### src/core/uss_pkg.sv
package uss_pkg;

    // Byte addresses of the register words on the Avalon-MM slave.
    localparam logic [3:0] USS_ADDR_CTRL = 4'h0;
    localparam logic [3:0] USS_ADDR_STAT = 4'h4;
    localparam logic [3:0] USS_ADDR_DEV = 4'h8;
    localparam logic [3:0] USS_ADDR_IEN = 4'hC;

    // Control word fields.
    localparam int USS_CTRL_PHY_SUSPEND = 0;
    localparam int USS_CTRL_WAKE_EN = 1;
    localparam int USS_CTRL_REMOTE_WKUP = 2;
    localparam int USS_CTRL_SOFT_RESET = 3;
    localparam int USS_CTRL_READY_CMD = 4;

    // Status word fields; bits 2 to 5 are cleared by writing 1.
    localparam int USS_STAT_SUSPEND_N = 0;
    localparam int USS_STAT_VBUS = 1;
    localparam int USS_STAT_WAKE = 2;
    localparam int USS_STAT_SUSP_EVT = 3;
    localparam int USS_STAT_PWR_EVT = 4;
    localparam int USS_STAT_RST_EVT = 5;

    // Device word fields: address and the three-bit state field.
    localparam int USS_DEV_ADDR_LSB = 0;
    localparam int USS_DEV_STATE_LSB = 8;
    localparam logic [2:0] USS_FIELD_DEFAULT = 3'h1;
    localparam logic [2:0] USS_FIELD_ADDRESSED = 3'h2;
    localparam logic [2:0] USS_FIELD_CONFIGURED = 3'h4;

    // Interrupt enable word fields.
    localparam int USS_IEN_PWR = 0;
    localparam int USS_IEN_SUSP = 1;

    // Synchroniser lanes.
    localparam int USS_SYN_SUSP = 0;
    localparam int USS_SYN_VBUS = 1;
    localparam int USS_SYN_BRST = 2;
    localparam int USS_SYN_UCLK = 3;
    localparam int USS_SYN_W = 4;

    localparam logic [6:0] USS_ADDR_RESET = 7'h00;

    typedef enum logic [2:0] {
        USS_DISCONNECTED,
        USS_ATTACHED,
        USS_DEFAULT,
        USS_ADDRESSED,
        USS_CONFIGURED
    } uss_dev_state_t;

endpackage : uss_pkg

### src/core/uss_suspend_ctrl.sv
// Added by the designer: the Avalon-MM interface to the registers and the register offsets.
`timescale 1ns/1ps
// Function
// - Bus suspend drops suspend status and raises the suspend/resume interrupt.
// - Suspend leaves running master transfers alone until software aborts them.
// - Writing 1 to the PHY suspend bit drives the PHY sleep output low.
// - Resume with wake enabled pulls the wake output low with no clock.
// - When the clock returns after wake, PHY sleep output releases and its bit clears.
// - Clearing the wake factor and wake enable releases the wake output.
// - Resume with clock running raises suspend status, releases PHY, raises interrupt.
// - VBUS loss while suspended with wake enabled pulls the wake output low.
// - After disconnect, clearing PHY suspend and wake bits releases both outputs.
// - Remote wakeup bit signals wakeup on the bus and raises suspend status.
// - Suspend status returning high raises the interrupt and releases the PHY.
// - Remote wakeup bit clears itself once the USB clock runs again.
// - Hardware reset leaves the device Disconnected with every endpoint invalid.
// - Ready command selects full speed and enables the D+ pull-up.
// - After ready and before bus reset, only bus reset is answered.
// - Bus reset enters Default where only endpoint 0 is ready.
// - Addressed state rejects every endpoint except endpoint 0.
module uss_suspend_ctrl
    import uss_pkg::*;
(
    input wire logic clock,
    input wire logic nrst,
    input wire logic [3:0] avs_address,
    input wire logic avs_read,
    input wire logic avs_write,
    input wire logic [31:0] avs_writedata,
    output logic [31:0] avs_readdata,
    output logic avs_waitrequest,
    input wire logic bus_suspend_n_in,
    input wire logic vbus_sense_in,
    input wire logic bus_reset_in,
    input wire logic usb_clk_run_in,
    input wire logic host_token_valid,
    input wire logic [3:0] host_token_ep,
    output logic token_accept,
    output logic phy_sleep_n_out,
    output logic wake_n_out,
    output logic remote_wake_out,
    output logic dplus_pullup_out,
    output logic full_speed_out,
    output logic soft_power_reset,
    output logic usb_device_irq
);

    typedef struct packed {
        logic [USS_SYN_W-1:0] s1;
        logic [USS_SYN_W-1:0] s2;
        logic [USS_SYN_W-1:0] s3;
        logic [USS_SYN_W-1:0] filt;
        logic phy_suspend;
        logic wake_en;
        logic remote_wkup;
        logic soft_reset;
        logic wake_flag;
        logic susp_evt;
        logic pwr_evt;
        logic rst_evt;
        logic en_pwr;
        logic en_susp;
        logic [6:0] dev_addr;
        uss_dev_state_t dev_state;
        logic ack;
        logic [31:0] rdata;
        logic irq;
    } uss_state_t;

    uss_state_t state_reg;
    uss_state_t state_next;

    logic bus_wr;
    logic susp_rise;
    logic susp_fall;
    logic vbus_chg;
    logic brst_rise;
    logic uclk_rise;
    logic [2:0] field_w;

    assign bus_wr = avs_write && state_reg.ack;
    assign field_w = avs_writedata[USS_DEV_STATE_LSB +: 3];

    always_comb begin
        state_next = state_reg;
        // Remote wakeup forces suspend status high ahead of the synchroniser.
        state_next.s1 = {usb_clk_run_in, bus_reset_in, vbus_sense_in,
                         bus_suspend_n_in | state_reg.remote_wkup};
        state_next.s2 = state_reg.s1;
        state_next.s3 = state_reg.s2;
        // A lane moves only once the second and third stages agree.
        state_next.filt = (state_reg.s2 & state_reg.s3)
                        | (state_reg.filt & (state_reg.s2 ^ state_reg.s3));
        susp_rise = state_next.filt[USS_SYN_SUSP] && !state_reg.filt[USS_SYN_SUSP];
        susp_fall = !state_next.filt[USS_SYN_SUSP] && state_reg.filt[USS_SYN_SUSP];
        vbus_chg = state_next.filt[USS_SYN_VBUS] != state_reg.filt[USS_SYN_VBUS];
        brst_rise = state_next.filt[USS_SYN_BRST] && !state_reg.filt[USS_SYN_BRST];
        uclk_rise = state_next.filt[USS_SYN_UCLK] && !state_reg.filt[USS_SYN_UCLK];

        // One wait state: the answer comes in the cycle after the request.
        state_next.ack = (avs_read || avs_write) && !state_reg.ack;
        if ((avs_read || avs_write) && !state_reg.ack) begin
            case (avs_address)
                USS_ADDR_CTRL: state_next.rdata = {27'h0000000, 1'b0,
                    state_reg.soft_reset, state_reg.remote_wkup,
                    state_reg.wake_en, state_reg.phy_suspend};
                USS_ADDR_STAT: state_next.rdata = {26'h0000000,
                    state_reg.rst_evt, state_reg.pwr_evt, state_reg.susp_evt,
                    state_reg.wake_flag, state_reg.filt[USS_SYN_VBUS],
                    state_reg.filt[USS_SYN_SUSP]};
                USS_ADDR_DEV: begin
                    state_next.rdata = 32'h00000000;
                    state_next.rdata[USS_DEV_ADDR_LSB +: 7] = state_reg.dev_addr;
                    case (state_reg.dev_state)
                        USS_DEFAULT: state_next.rdata[USS_DEV_STATE_LSB +: 3] = USS_FIELD_DEFAULT;
                        USS_ADDRESSED: state_next.rdata[USS_DEV_STATE_LSB +: 3] = USS_FIELD_ADDRESSED;
                        USS_CONFIGURED: state_next.rdata[USS_DEV_STATE_LSB +: 3] = USS_FIELD_CONFIGURED;
                        default: state_next.rdata[USS_DEV_STATE_LSB +: 3] = 3'h0;
                    endcase
                end
                USS_ADDR_IEN: state_next.rdata = {30'h00000000, state_reg.en_susp,
                    state_reg.en_pwr};
                default: state_next.rdata = 32'h00000000;
            endcase
        end

        // Software writes take effect first so that hardware sets below win.
        if (bus_wr) begin
            case (avs_address)
                USS_ADDR_CTRL: begin
                    state_next.phy_suspend = avs_writedata[USS_CTRL_PHY_SUSPEND];
                    state_next.wake_en = avs_writedata[USS_CTRL_WAKE_EN];
                    state_next.remote_wkup = avs_writedata[USS_CTRL_REMOTE_WKUP];
                    state_next.soft_reset = avs_writedata[USS_CTRL_SOFT_RESET];
                    if (avs_writedata[USS_CTRL_READY_CMD]
                        && state_reg.dev_state == USS_DISCONNECTED) begin
                        state_next.dev_state = USS_ATTACHED;
                    end
                end
                USS_ADDR_STAT: begin
                    if (avs_writedata[USS_STAT_WAKE]) state_next.wake_flag = 1'b0;
                    if (avs_writedata[USS_STAT_SUSP_EVT]) state_next.susp_evt = 1'b0;
                    if (avs_writedata[USS_STAT_PWR_EVT]) state_next.pwr_evt = 1'b0;
                    if (avs_writedata[USS_STAT_RST_EVT]) state_next.rst_evt = 1'b0;
                end
                USS_ADDR_DEV: begin
                    if (state_reg.dev_state != USS_DISCONNECTED
                        && state_reg.dev_state != USS_ATTACHED) begin
                        state_next.dev_addr = avs_writedata[USS_DEV_ADDR_LSB +: 7];
                        case (field_w)
                            USS_FIELD_DEFAULT: state_next.dev_state = USS_DEFAULT;
                            USS_FIELD_ADDRESSED: state_next.dev_state = USS_ADDRESSED;
                            USS_FIELD_CONFIGURED: state_next.dev_state = USS_CONFIGURED;
                            default: state_next.dev_state = state_reg.dev_state;
                        endcase
                    end
                end
                USS_ADDR_IEN: begin
                    state_next.en_pwr = avs_writedata[USS_IEN_PWR];
                    state_next.en_susp = avs_writedata[USS_IEN_SUSP];
                end
                default: begin
                end
            endcase
        end

        // Suspend only flags software; master transfers are not touched here.
        if (susp_rise || susp_fall) begin
            state_next.susp_evt = 1'b1;
        end
        // Resume, local or remote, brings the PHY out of sleep.
        if (susp_rise) begin
            state_next.phy_suspend = 1'b0;
        end
        if (vbus_chg) begin
            state_next.pwr_evt = 1'b1;
        end
        // The wake factor is latched so wake stays asserted until software clears it.
        if (state_reg.wake_en && (state_reg.filt[USS_SYN_SUSP]
            || !state_reg.filt[USS_SYN_VBUS])) begin
            state_next.wake_flag = 1'b1;
        end
        if (uclk_rise) begin
            state_next.remote_wkup = 1'b0;
        end
        if (brst_rise && state_reg.dev_state != USS_DISCONNECTED) begin
            state_next.rst_evt = 1'b1;
            state_next.dev_state = USS_DEFAULT;
            state_next.dev_addr = USS_ADDR_RESET;
        end
        if (state_reg.soft_reset) begin
            state_next.dev_state = USS_DISCONNECTED;
            state_next.dev_addr = USS_ADDR_RESET;
        end
        state_next.irq = (state_next.susp_evt && state_next.en_susp)
                       || (state_next.pwr_evt && state_next.en_pwr);
    end

    always_ff @(posedge clock or negedge nrst) begin
        if (!nrst) begin
            state_reg <= '0;
            state_reg.dev_state <= USS_DISCONNECTED;
            state_reg.filt <= 4'h3;
            // The stages start at the idle levels of their lanes, so no false edge follows reset.
            state_reg.s1 <= 4'h3;
            state_reg.s2 <= 4'h3;
            state_reg.s3 <= 4'h3;
        end else begin
            state_reg <= state_next;
        end
    end

    always_comb begin
        case (state_reg.dev_state)
            USS_DEFAULT: token_accept = host_token_valid && host_token_ep == 4'h0;
            USS_ADDRESSED: token_accept = host_token_valid && host_token_ep == 4'h0;
            USS_CONFIGURED: token_accept = host_token_valid;
            default: token_accept = 1'b0;
        endcase
    end

    assign avs_waitrequest = (avs_read || avs_write) && !state_reg.ack;
    assign avs_readdata = state_reg.rdata;
    assign phy_sleep_n_out = !state_reg.phy_suspend;
    // Built from raw pins so it works while the core clock is stopped.
    assign wake_n_out = !(state_reg.wake_en && (state_reg.wake_flag
                        || bus_suspend_n_in || !vbus_sense_in));
    assign remote_wake_out = state_reg.remote_wkup;
    assign dplus_pullup_out = state_reg.dev_state != USS_DISCONNECTED;
    assign full_speed_out = state_reg.dev_state != USS_DISCONNECTED;
    assign soft_power_reset = state_reg.soft_reset;
    assign usb_device_irq = state_reg.irq;

    a_susp_evt_set: assert property (@(posedge clock) disable iff (!nrst)
        (susp_rise || susp_fall) |=> state_reg.susp_evt)
        else $error("suspend change did not set the event flag");
    a_phy_sleep_set: assert property (@(posedge clock) disable iff (!nrst)
        bus_wr && avs_address == USS_ADDR_CTRL && avs_writedata[0] && !susp_rise
        |=> !phy_sleep_n_out)
        else $error("phy sleep output not asserted after write");
    a_wake_on_resume: assert property (@(posedge clock) disable iff (!nrst)
        state_reg.wake_en && bus_suspend_n_in |-> !wake_n_out)
        else $error("wake output not low on resume");
    a_wake_on_vbus: assert property (@(posedge clock) disable iff (!nrst)
        state_reg.wake_en && !vbus_sense_in |-> !wake_n_out)
        else $error("wake output not low on vbus loss");
    a_wake_released: assert property (@(posedge clock) disable iff (!nrst)
        !state_reg.wake_en |-> wake_n_out)
        else $error("wake output low without wake enable");
    a_resume_phy_up: assert property (@(posedge clock) disable iff (!nrst)
        susp_rise |=> phy_sleep_n_out && state_reg.susp_evt)
        else $error("resume did not release phy sleep");
    a_remote_clear: assert property (@(posedge clock) disable iff (!nrst)
        uclk_rise |=> !remote_wake_out)
        else $error("remote wakeup bit not cleared");
    a_bus_reset_dflt: assert property (@(posedge clock) disable iff (!nrst)
        brst_rise && state_reg.dev_state != USS_DISCONNECTED && !state_reg.soft_reset
        |=> state_reg.dev_state == USS_DEFAULT)
        else $error("bus reset did not enter default");
    a_ready_silent: assert property (@(posedge clock) disable iff (!nrst)
        state_reg.dev_state == USS_ATTACHED |-> !token_accept)
        else $error("token accepted before bus reset");
    a_addr_ep0_only: assert property (@(posedge clock) disable iff (!nrst)
        state_reg.dev_state == USS_ADDRESSED && host_token_ep != 4'h0 |-> !token_accept)
        else $error("addressed state accepted non-zero endpoint");
    a_sync_latency: assert property (@(posedge clock) disable iff (!nrst)
        $rose(bus_suspend_n_in) && !state_reg.remote_wkup ##1 bus_suspend_n_in [*4]
        |-> state_reg.filt[USS_SYN_SUSP])
        else $error("suspend status not synchronised in time");
    a_bus_one_wait: assert property (@(posedge clock) disable iff (!nrst)
        avs_waitrequest |=> !avs_waitrequest)
        else $error("waitrequest held more than one cycle");


    // Remote wakeup bypasses the pin, yet still passes all three stages.
    a_remote_status: assert property (@(posedge clock) disable iff (!nrst)
        $rose(state_reg.remote_wkup) ##1 state_reg.remote_wkup [*3]
        |=> state_reg.filt[USS_SYN_SUSP])
        else $error("remote wakeup did not raise suspend status");
    a_remote_out: assert property (@(posedge clock) disable iff (!nrst)
        bus_wr && avs_address == USS_ADDR_CTRL && avs_writedata[USS_CTRL_REMOTE_WKUP]
        && !uclk_rise |=> remote_wake_out)
        else $error("remote wakeup request not driven");
    a_status_up_phy: assert property (@(posedge clock) disable iff (!nrst)
        $rose(state_reg.filt[USS_SYN_SUSP]) |-> phy_sleep_n_out && state_reg.susp_evt)
        else $error("status rise did not release phy or flag event");

    // The interrupt is a registered copy of the enabled flags.
    a_irq_enabled: assert property (@(posedge clock) disable iff (!nrst)
        state_reg.susp_evt && state_reg.en_susp |-> usb_device_irq)
        else $error("enabled suspend event without interrupt");
    a_irq_quiet: assert property (@(posedge clock) disable iff (!nrst)
        !state_reg.susp_evt && !state_reg.pwr_evt |-> !usb_device_irq)
        else $error("interrupt without any event flag");
    a_vbus_event: assert property (@(posedge clock) disable iff (!nrst)
        vbus_chg |=> state_reg.pwr_evt)
        else $error("vbus change did not set the power event");

    a_phy_release_wr: assert property (@(posedge clock) disable iff (!nrst)
        bus_wr && avs_address == USS_ADDR_CTRL && !avs_writedata[USS_CTRL_PHY_SUSPEND]
        |=> phy_sleep_n_out)
        else $error("phy sleep output held after clear");
    a_wake_factor: assert property (@(posedge clock) disable iff (!nrst)
        state_reg.wake_flag && state_reg.wake_en |-> !wake_n_out)
        else $error("latched wake factor not driving wake output");

    // Device state checks; a soft reset overrides every other move.
    a_ready_attach: assert property (@(posedge clock) disable iff (!nrst)
        bus_wr && avs_address == USS_ADDR_CTRL && avs_writedata[USS_CTRL_READY_CMD]
        && state_reg.dev_state == USS_DISCONNECTED && !state_reg.soft_reset
        |=> dplus_pullup_out && full_speed_out)
        else $error("ready command did not connect");
    a_discon_silent: assert property (@(posedge clock) disable iff (!nrst)
        !dplus_pullup_out |-> !token_accept)
        else $error("token accepted while disconnected");
    a_addr_cleared: assert property (@(posedge clock) disable iff (!nrst)
        state_reg.dev_state == USS_DISCONNECTED || state_reg.dev_state == USS_ATTACHED
        |-> state_reg.dev_addr == USS_ADDR_RESET)
        else $error("address kept before bus reset");
    a_dflt_ep0: assert property (@(posedge clock) disable iff (!nrst)
        state_reg.dev_state == USS_DEFAULT && host_token_ep != 4'h0 |-> !token_accept)
        else $error("default state accepted non-zero endpoint");
    a_addr_write: assert property (@(posedge clock) disable iff (!nrst)
        bus_wr && avs_address == USS_ADDR_DEV && field_w == USS_FIELD_ADDRESSED
        && state_reg.dev_state != USS_DISCONNECTED && state_reg.dev_state != USS_ATTACHED
        && !brst_rise && !state_reg.soft_reset
        |=> state_reg.dev_state == USS_ADDRESSED)
        else $error("state field write did not enter addressed");

    c_suspend: cover property (@(posedge clock) disable iff (!nrst) susp_fall);
    c_vbus_wake: cover property (@(posedge clock) disable iff (!nrst)
        state_reg.wake_en && !vbus_sense_in && !wake_n_out);
    c_resume_wake: cover property (@(posedge clock) disable iff (!nrst)
        state_reg.wake_en && !wake_n_out);
    c_addressed: cover property (@(posedge clock) disable iff (!nrst)
        state_reg.dev_state == USS_ADDRESSED);
    c_remote: cover property (@(posedge clock) disable iff (!nrst) uclk_rise);

endmodule : uss_suspend_ctrl

### config.mk
export PLATFORM = sky130hd
export DESIGN_NAME = uss_suspend_ctrl
export DESIGN_NICKNAME = d
export VERILOG_FILES = /design/src/core/uss_pkg.sv /design/src/core/uss_suspend_ctrl.sv
export SDC_FILE = /design/constraint.sdc
export NUM_CORES = 1
export LEC_CHECK = 0
export BUFFER_PORTS_ARGS = -buffer_cell sky130_fd_sc_hd__buf_2
export CORE_UTILIZATION = 44
export CTS_CLUSTER_DIAMETER = 120
export DETAILED_ROUTE_END_ITERATION = 10
export PLACE_DENSITY = 0.8
export RECOVER_POWER = 100
export SLEW_MARGIN = 30
export SYNTH_ARGS = -nofsm -noshare
export SYNTH_HDL_FRONTEND = slang
export SYNTH_SLANG_ARGS = --single-unit
### constraint.sdc
create_clock -name clock -period 1.35 [get_ports clock]
set_input_delay 0.0675 -clock clock [delete_from_list [all_inputs] [get_ports clock]]
set_output_delay 0.0675 -clock clock [all_outputs]
set_load 0.005 [all_outputs]
# Word-level counts from Yosys, hierarchy flattened
# Index checks and enable logic that the tools add are counted.
[word_totals] mem_bits_ro=0 inputBits=49 n_memories=0 latchBits=0 out_inout_bits=41 register_bits=70 word_cells=117 ram_bits=0
[classes] reduce_logical=55 div_mod_pow=0 n_lt_le_gt_ge=0 n_addsub=0 multipliers=0 muxes=24 bitwise_logic=5 shifts=0 n_eq_ne=14
[op_table] operator="$pmux W11 S4" n=1
[op_table] operator="$mux W10" n=3
[op_table] operator="$mux W20" n=1
[op_table] operator="$reduce_bool A2 Y1" n=10
[op_table] operator="$pmux W3 S3" n=2
[op_table] operator="$logic_and A1 B1 Y1" n=14
[op_table] operator="$reduce_bool A3 Y1" n=4
[op_table] operator="$mux W1" n=10
[op_table] operator="$eq A3 B2 Y1 const B" n=3
[op_table] operator="$logic_not A1 Y1" n=9
[op_table] operator="$reduce_and A3 Y1" n=3
[op_table] operator="$and A4 B4 Y4" n=2
[op_table] operator="$eq A4 B4 Y1 const B" n=2
[op_table] operator="$logic_not A4 Y1" n=2
[op_table] operator="$mux W4" n=2
[op_table] operator="$ne A4 B4 Y1 const B" n=2
[op_table] operator="$mux W7" n=1
[op_table] operator="$eq A3 B3 Y1 const B" n=2
[op_table] operator="$logic_or A1 B1 Y1" n=6
[op_table] operator="$ne A6 B3 Y1 const B" n=1
[op_table] operator="$pmux W3 S2" n=1
[op_table] operator="$reduce_and A2 Y1" n=3
[op_table] operator="$reduce_and A5 Y1" n=1
[op_table] operator="$eq A4 B3 Y1 const B" n=1
[op_table] operator="12 further kinds" n=12

# Logic depth before layout (Yosys ltp)
[logic_depth] ltp_word=9 ltp_mapped=6 depth_no_buf=5

# Worst setup path before layout
# No wires, ideal clock.
[synth_path] kind="register -> register" start="register state_reg[33] in the netlist's numbering" end="register state_reg, in the netlist usb_device_irq" slack_ps=-88 arrival_time_ps=1317 required_time_ps=1229 stages_incl_launch_ff=5 setup_ps=121 path_cell_list="dfrtp_1 and4bb_4 and3_4 mux2_1 a22o_1"
[synth_rtl] element="from (decl)" line_no="uss_suspend_ctrl.sv:70" text="uss_state_t state_reg;"
[synth_rtl] element="from (signal assigned)" line_no="uss_suspend_ctrl.sv:209" text="state_reg <= state_next;"

# Worst setup path after layout
[layout_path] start="register state_reg[36] in the netlist's numbering" end="output token_accept"
[layout_between] elab_chain_cells=3 elab_cells_between_ends=5
[layout_lines] element="$eq A3 B2 Y1" line_no="uss_suspend_ctrl.sv:214" text="case (state_reg.dev_state)"
[layout_lines] element="$reduce_or A2 Y1 (no source line)"
[layout_lines] element="$pmux W1 S2 (*)" line_no="uss_suspend_ctrl.sv:214"
[layout_lines] element="to (decl)" line_no="uss_suspend_ctrl.sv:38" text="output logic token_accept,"
# Every way passes the cells marked *; elsewhere a longest branch is shown, timed or not.

==> impl_metrics.ini <==
[final_layout]
fin_nets = 339
largest_reg_flops = 27
final_cell_area_sq_um = 3162
final_core_util_pct = 61.13
finalNonFillerCells = 357
antenna_cells = 0
area_growth_pct = 31.55
nFillCells = 401
drive_above_1_share_pct = 41.81

[worst_setup_path]
start_kind = register
critPathCaptureType = output port
worstReg2RegStart = state_reg[33]
crit_type = reg -> out
arrival_ps = 1500
critPathMaxFanout = 5
reg2reg_setup_slack_ps = -210
r2r_cells = 4
r2r_end = usb_device_irq
critPathRequiredTime_ps = 1280

[logic_synthesis]
synth.mux.area_fraction_pct = 9.162
synth_edf_count = 0
synth_xor_area_share_pct = 0.3644
synth_compound_area_share_pct = 10.05
synth_fa_ha_area_share_pct = 2.082
avgSynthCellArea_sq_um = 11.23
ys_seq_area_share_pct = 50.39
syn_inst = 214
netlist_area_sq_um = 2404
ys_ff_latch = 48
synth.distinct_cells = 44
synth_top_family_by_area = simple AND/OR/NAND/NOR gates
synth_warnings = 0
synthSimpleGateAreaFrac_pct = 15.72
ys_async_sr_fraction_pct = 100.0
ys.flop_type = dfrtp_1

[detailed_routing]
drc = 0
drt-wirelength-per-cell_um = 14.87
wirelength_mm = 5.308
ant_nets = 0
vias = 1812
first_pass_iters = 4
viasPerCell = 5.076
drt_iter0_drc = 101

[global_routing]
grt-ovfl-total = 0
grt_pass1_vias = 1716
grt_max_degree = 39
grt_pass1_wl_mm = 8.293
antenna_found_initial = 0
track_usage_pct = 18.55

[die]
die_width_um = 75.91
initial_core_util_pct = 46.47
coreArea_sq_um = 5172
die_h_um = 75.91
rows = 26
dieArea_sq_um = 5762
pin_count = 90

[sta]
fin_crit_sh_pct = 116.1
worst_slew_margin_rel_pct = 62.71
rsz0062_at_grt = true
min_period_ps = 1567
tightest_slew_ps = 559.4
setup_ws_ps = -216.8
slew_violations = 0
hold_viol = 0
setup_viol = 20
fmax_mhz = 638.2
finClkSkew_ps = 7.465
whs_ps = 35.62
tns_ps = -2135

[power_and_ir_drop]
peakVddDrop_mv = 0.6775
internal_power_mw = 2.942
finalPower_mw = 3.915
seq_power_share_pct = 42.6
leakagePower_nw = 1.482
p_sw_uw = 973.1
p_per_area_nw_per_um2 = 1238
power.share.clock_pct = 36.2
switching_share_pct = 24.86
combPwrFrac_pct = 21.2

[outcome]
run_status = finished, violations left
violations = negative setup slack

[cts]
cts_root_buf = clkbuf_8
cts-htree-levels = 2
clock_path_buffers = 2
cts_buffers = 5
clock-sinks = 48
clk_pin_slew_worst_paths_ps = 90
clk_latency_ps = 310
cts_tree = built

[worst_hold_path]
min_to = state_reg[52]
hp-start = avs_writedata[1]
worst_hold_path.num_cells = 2
hold_class = in -> reg

[job]
maxCapViolCount = 0

[placed_design]
hpwl_mm = 3.490
port_buffers = 45
post-place-ws_ps = -185.1
place_congestion = 0.9133
placed_cells = 332
detailed_place.area_sq_um = 2720
## how the worst max path moves through the flow
stage                           end  slack [ps]     startpoint  cells past startpoint
floorplan            usb_device_irq         -70  state_reg[33]                      4
global placement    remote_wake_out        -170  state_reg[33]                      5
finish                 token_accept        -220  state_reg[36]                      5
global route           token_accept        -260  state_reg[36]                      5
detailed placement    state_reg[53]        -190  state_reg[33]                      5
CTS                  usb_device_irq        -130  state_reg[33]                      4
## kinds of logic after synthesis
family	after synthesis
mux	19
flops	48
compound gates	32
xor+xnor	1
other cells	1
simple gates	66
fa+ha+maj	4
buf+inv	43
## layout make-up
cell class              instances  area (sq um)  area share [%]
multi-input cells             144          1106           34.98
clock buffers                   5         68.82           2.176
inverters                       5         18.77          0.5936
repair buffers                 82         575.6           18.20
clock inverters                 3         90.09           2.849
flip-flops and latches         48          1215           38.43
well taps                      70         87.58           2.770
## power groups by stage
stage | clock (mW) | sequential [mW] | combinational (mW)
after floorplan | 0 | 1.66 | 0.406
after global placement | 0 | 1.68 | 0.589
after detailed placement | 0 | 1.68 | 0.605
after CTS | 1.43 | 1.66 | 0.697
after global routing | 1.52 | 1.68 | 0.904
final | 1.42 | 1.67 | 0.830
## placed cells by master, fill, tap and decap left out, drive strengths merged, types with 2 or more instances in the layout
master	Yosys	final
a21o	4	4
a21oi	4	4
a221o	2	2
a22o	10	10
buf	35	71
bufinv	0	3
clkbuf	3	11
conb	1	22
dfrtp	40	40
dfstp	8	8
dlygate4sd3	0	5
ha	4	4
inv	5	5
mux2	4	4
mux2i	13	13
mux4	2	2
nand2	15	15
nand2b	6	6
nand3	4	4
nand4	2	2
nor2	16	16
nor2b	5	5
nor3	5	5
nor3b	2	2
nor4	2	2
o21ai	5	5
or2	3	3
## worst max-delay path, cell delays in order (launching register included)
cell and delay [ps]:
dfrtp_2 480, buf_6 150, nor2b_4 100, nand2_1 60, a21boi_1 220, buf_2 180
## layer usage
layer	up-vias	track usage, %	share of wire, %
met1	888	23.66	43
met2	70	30.09	50
met4	0	5.577	2.4
met3	15	6.024	5.1
met5	-	0	0
li1	839	-	-
## Yosys cell counts, types with 5 or more instances
master / number / share of area (%)
nor2b_1: 5 / 1.3
nand2_1: 15 / 2.3
o21ai_0: 5 / 1.0
mux2i_1: 13 / 5.4
nor2_1: 16 / 2.5
buf_4: 34 / 11
dfstp_2: 8 / 8.7
nand2b_1: 6 / 1.6
inv_1: 5 / 0.78
a22o_1: 10 / 3.6
dfrtp_1: 40 / 42
## what timing repair did
item	CTS	global route
resized for setup	18	19
hold endpoints to repair	45	0
endpoints found under the setup margin	19	27
hold buffers	5	0
pin swaps	6	7
buffers inserted	6	6
Note: power is estimated with default switching activity, not from simulation.
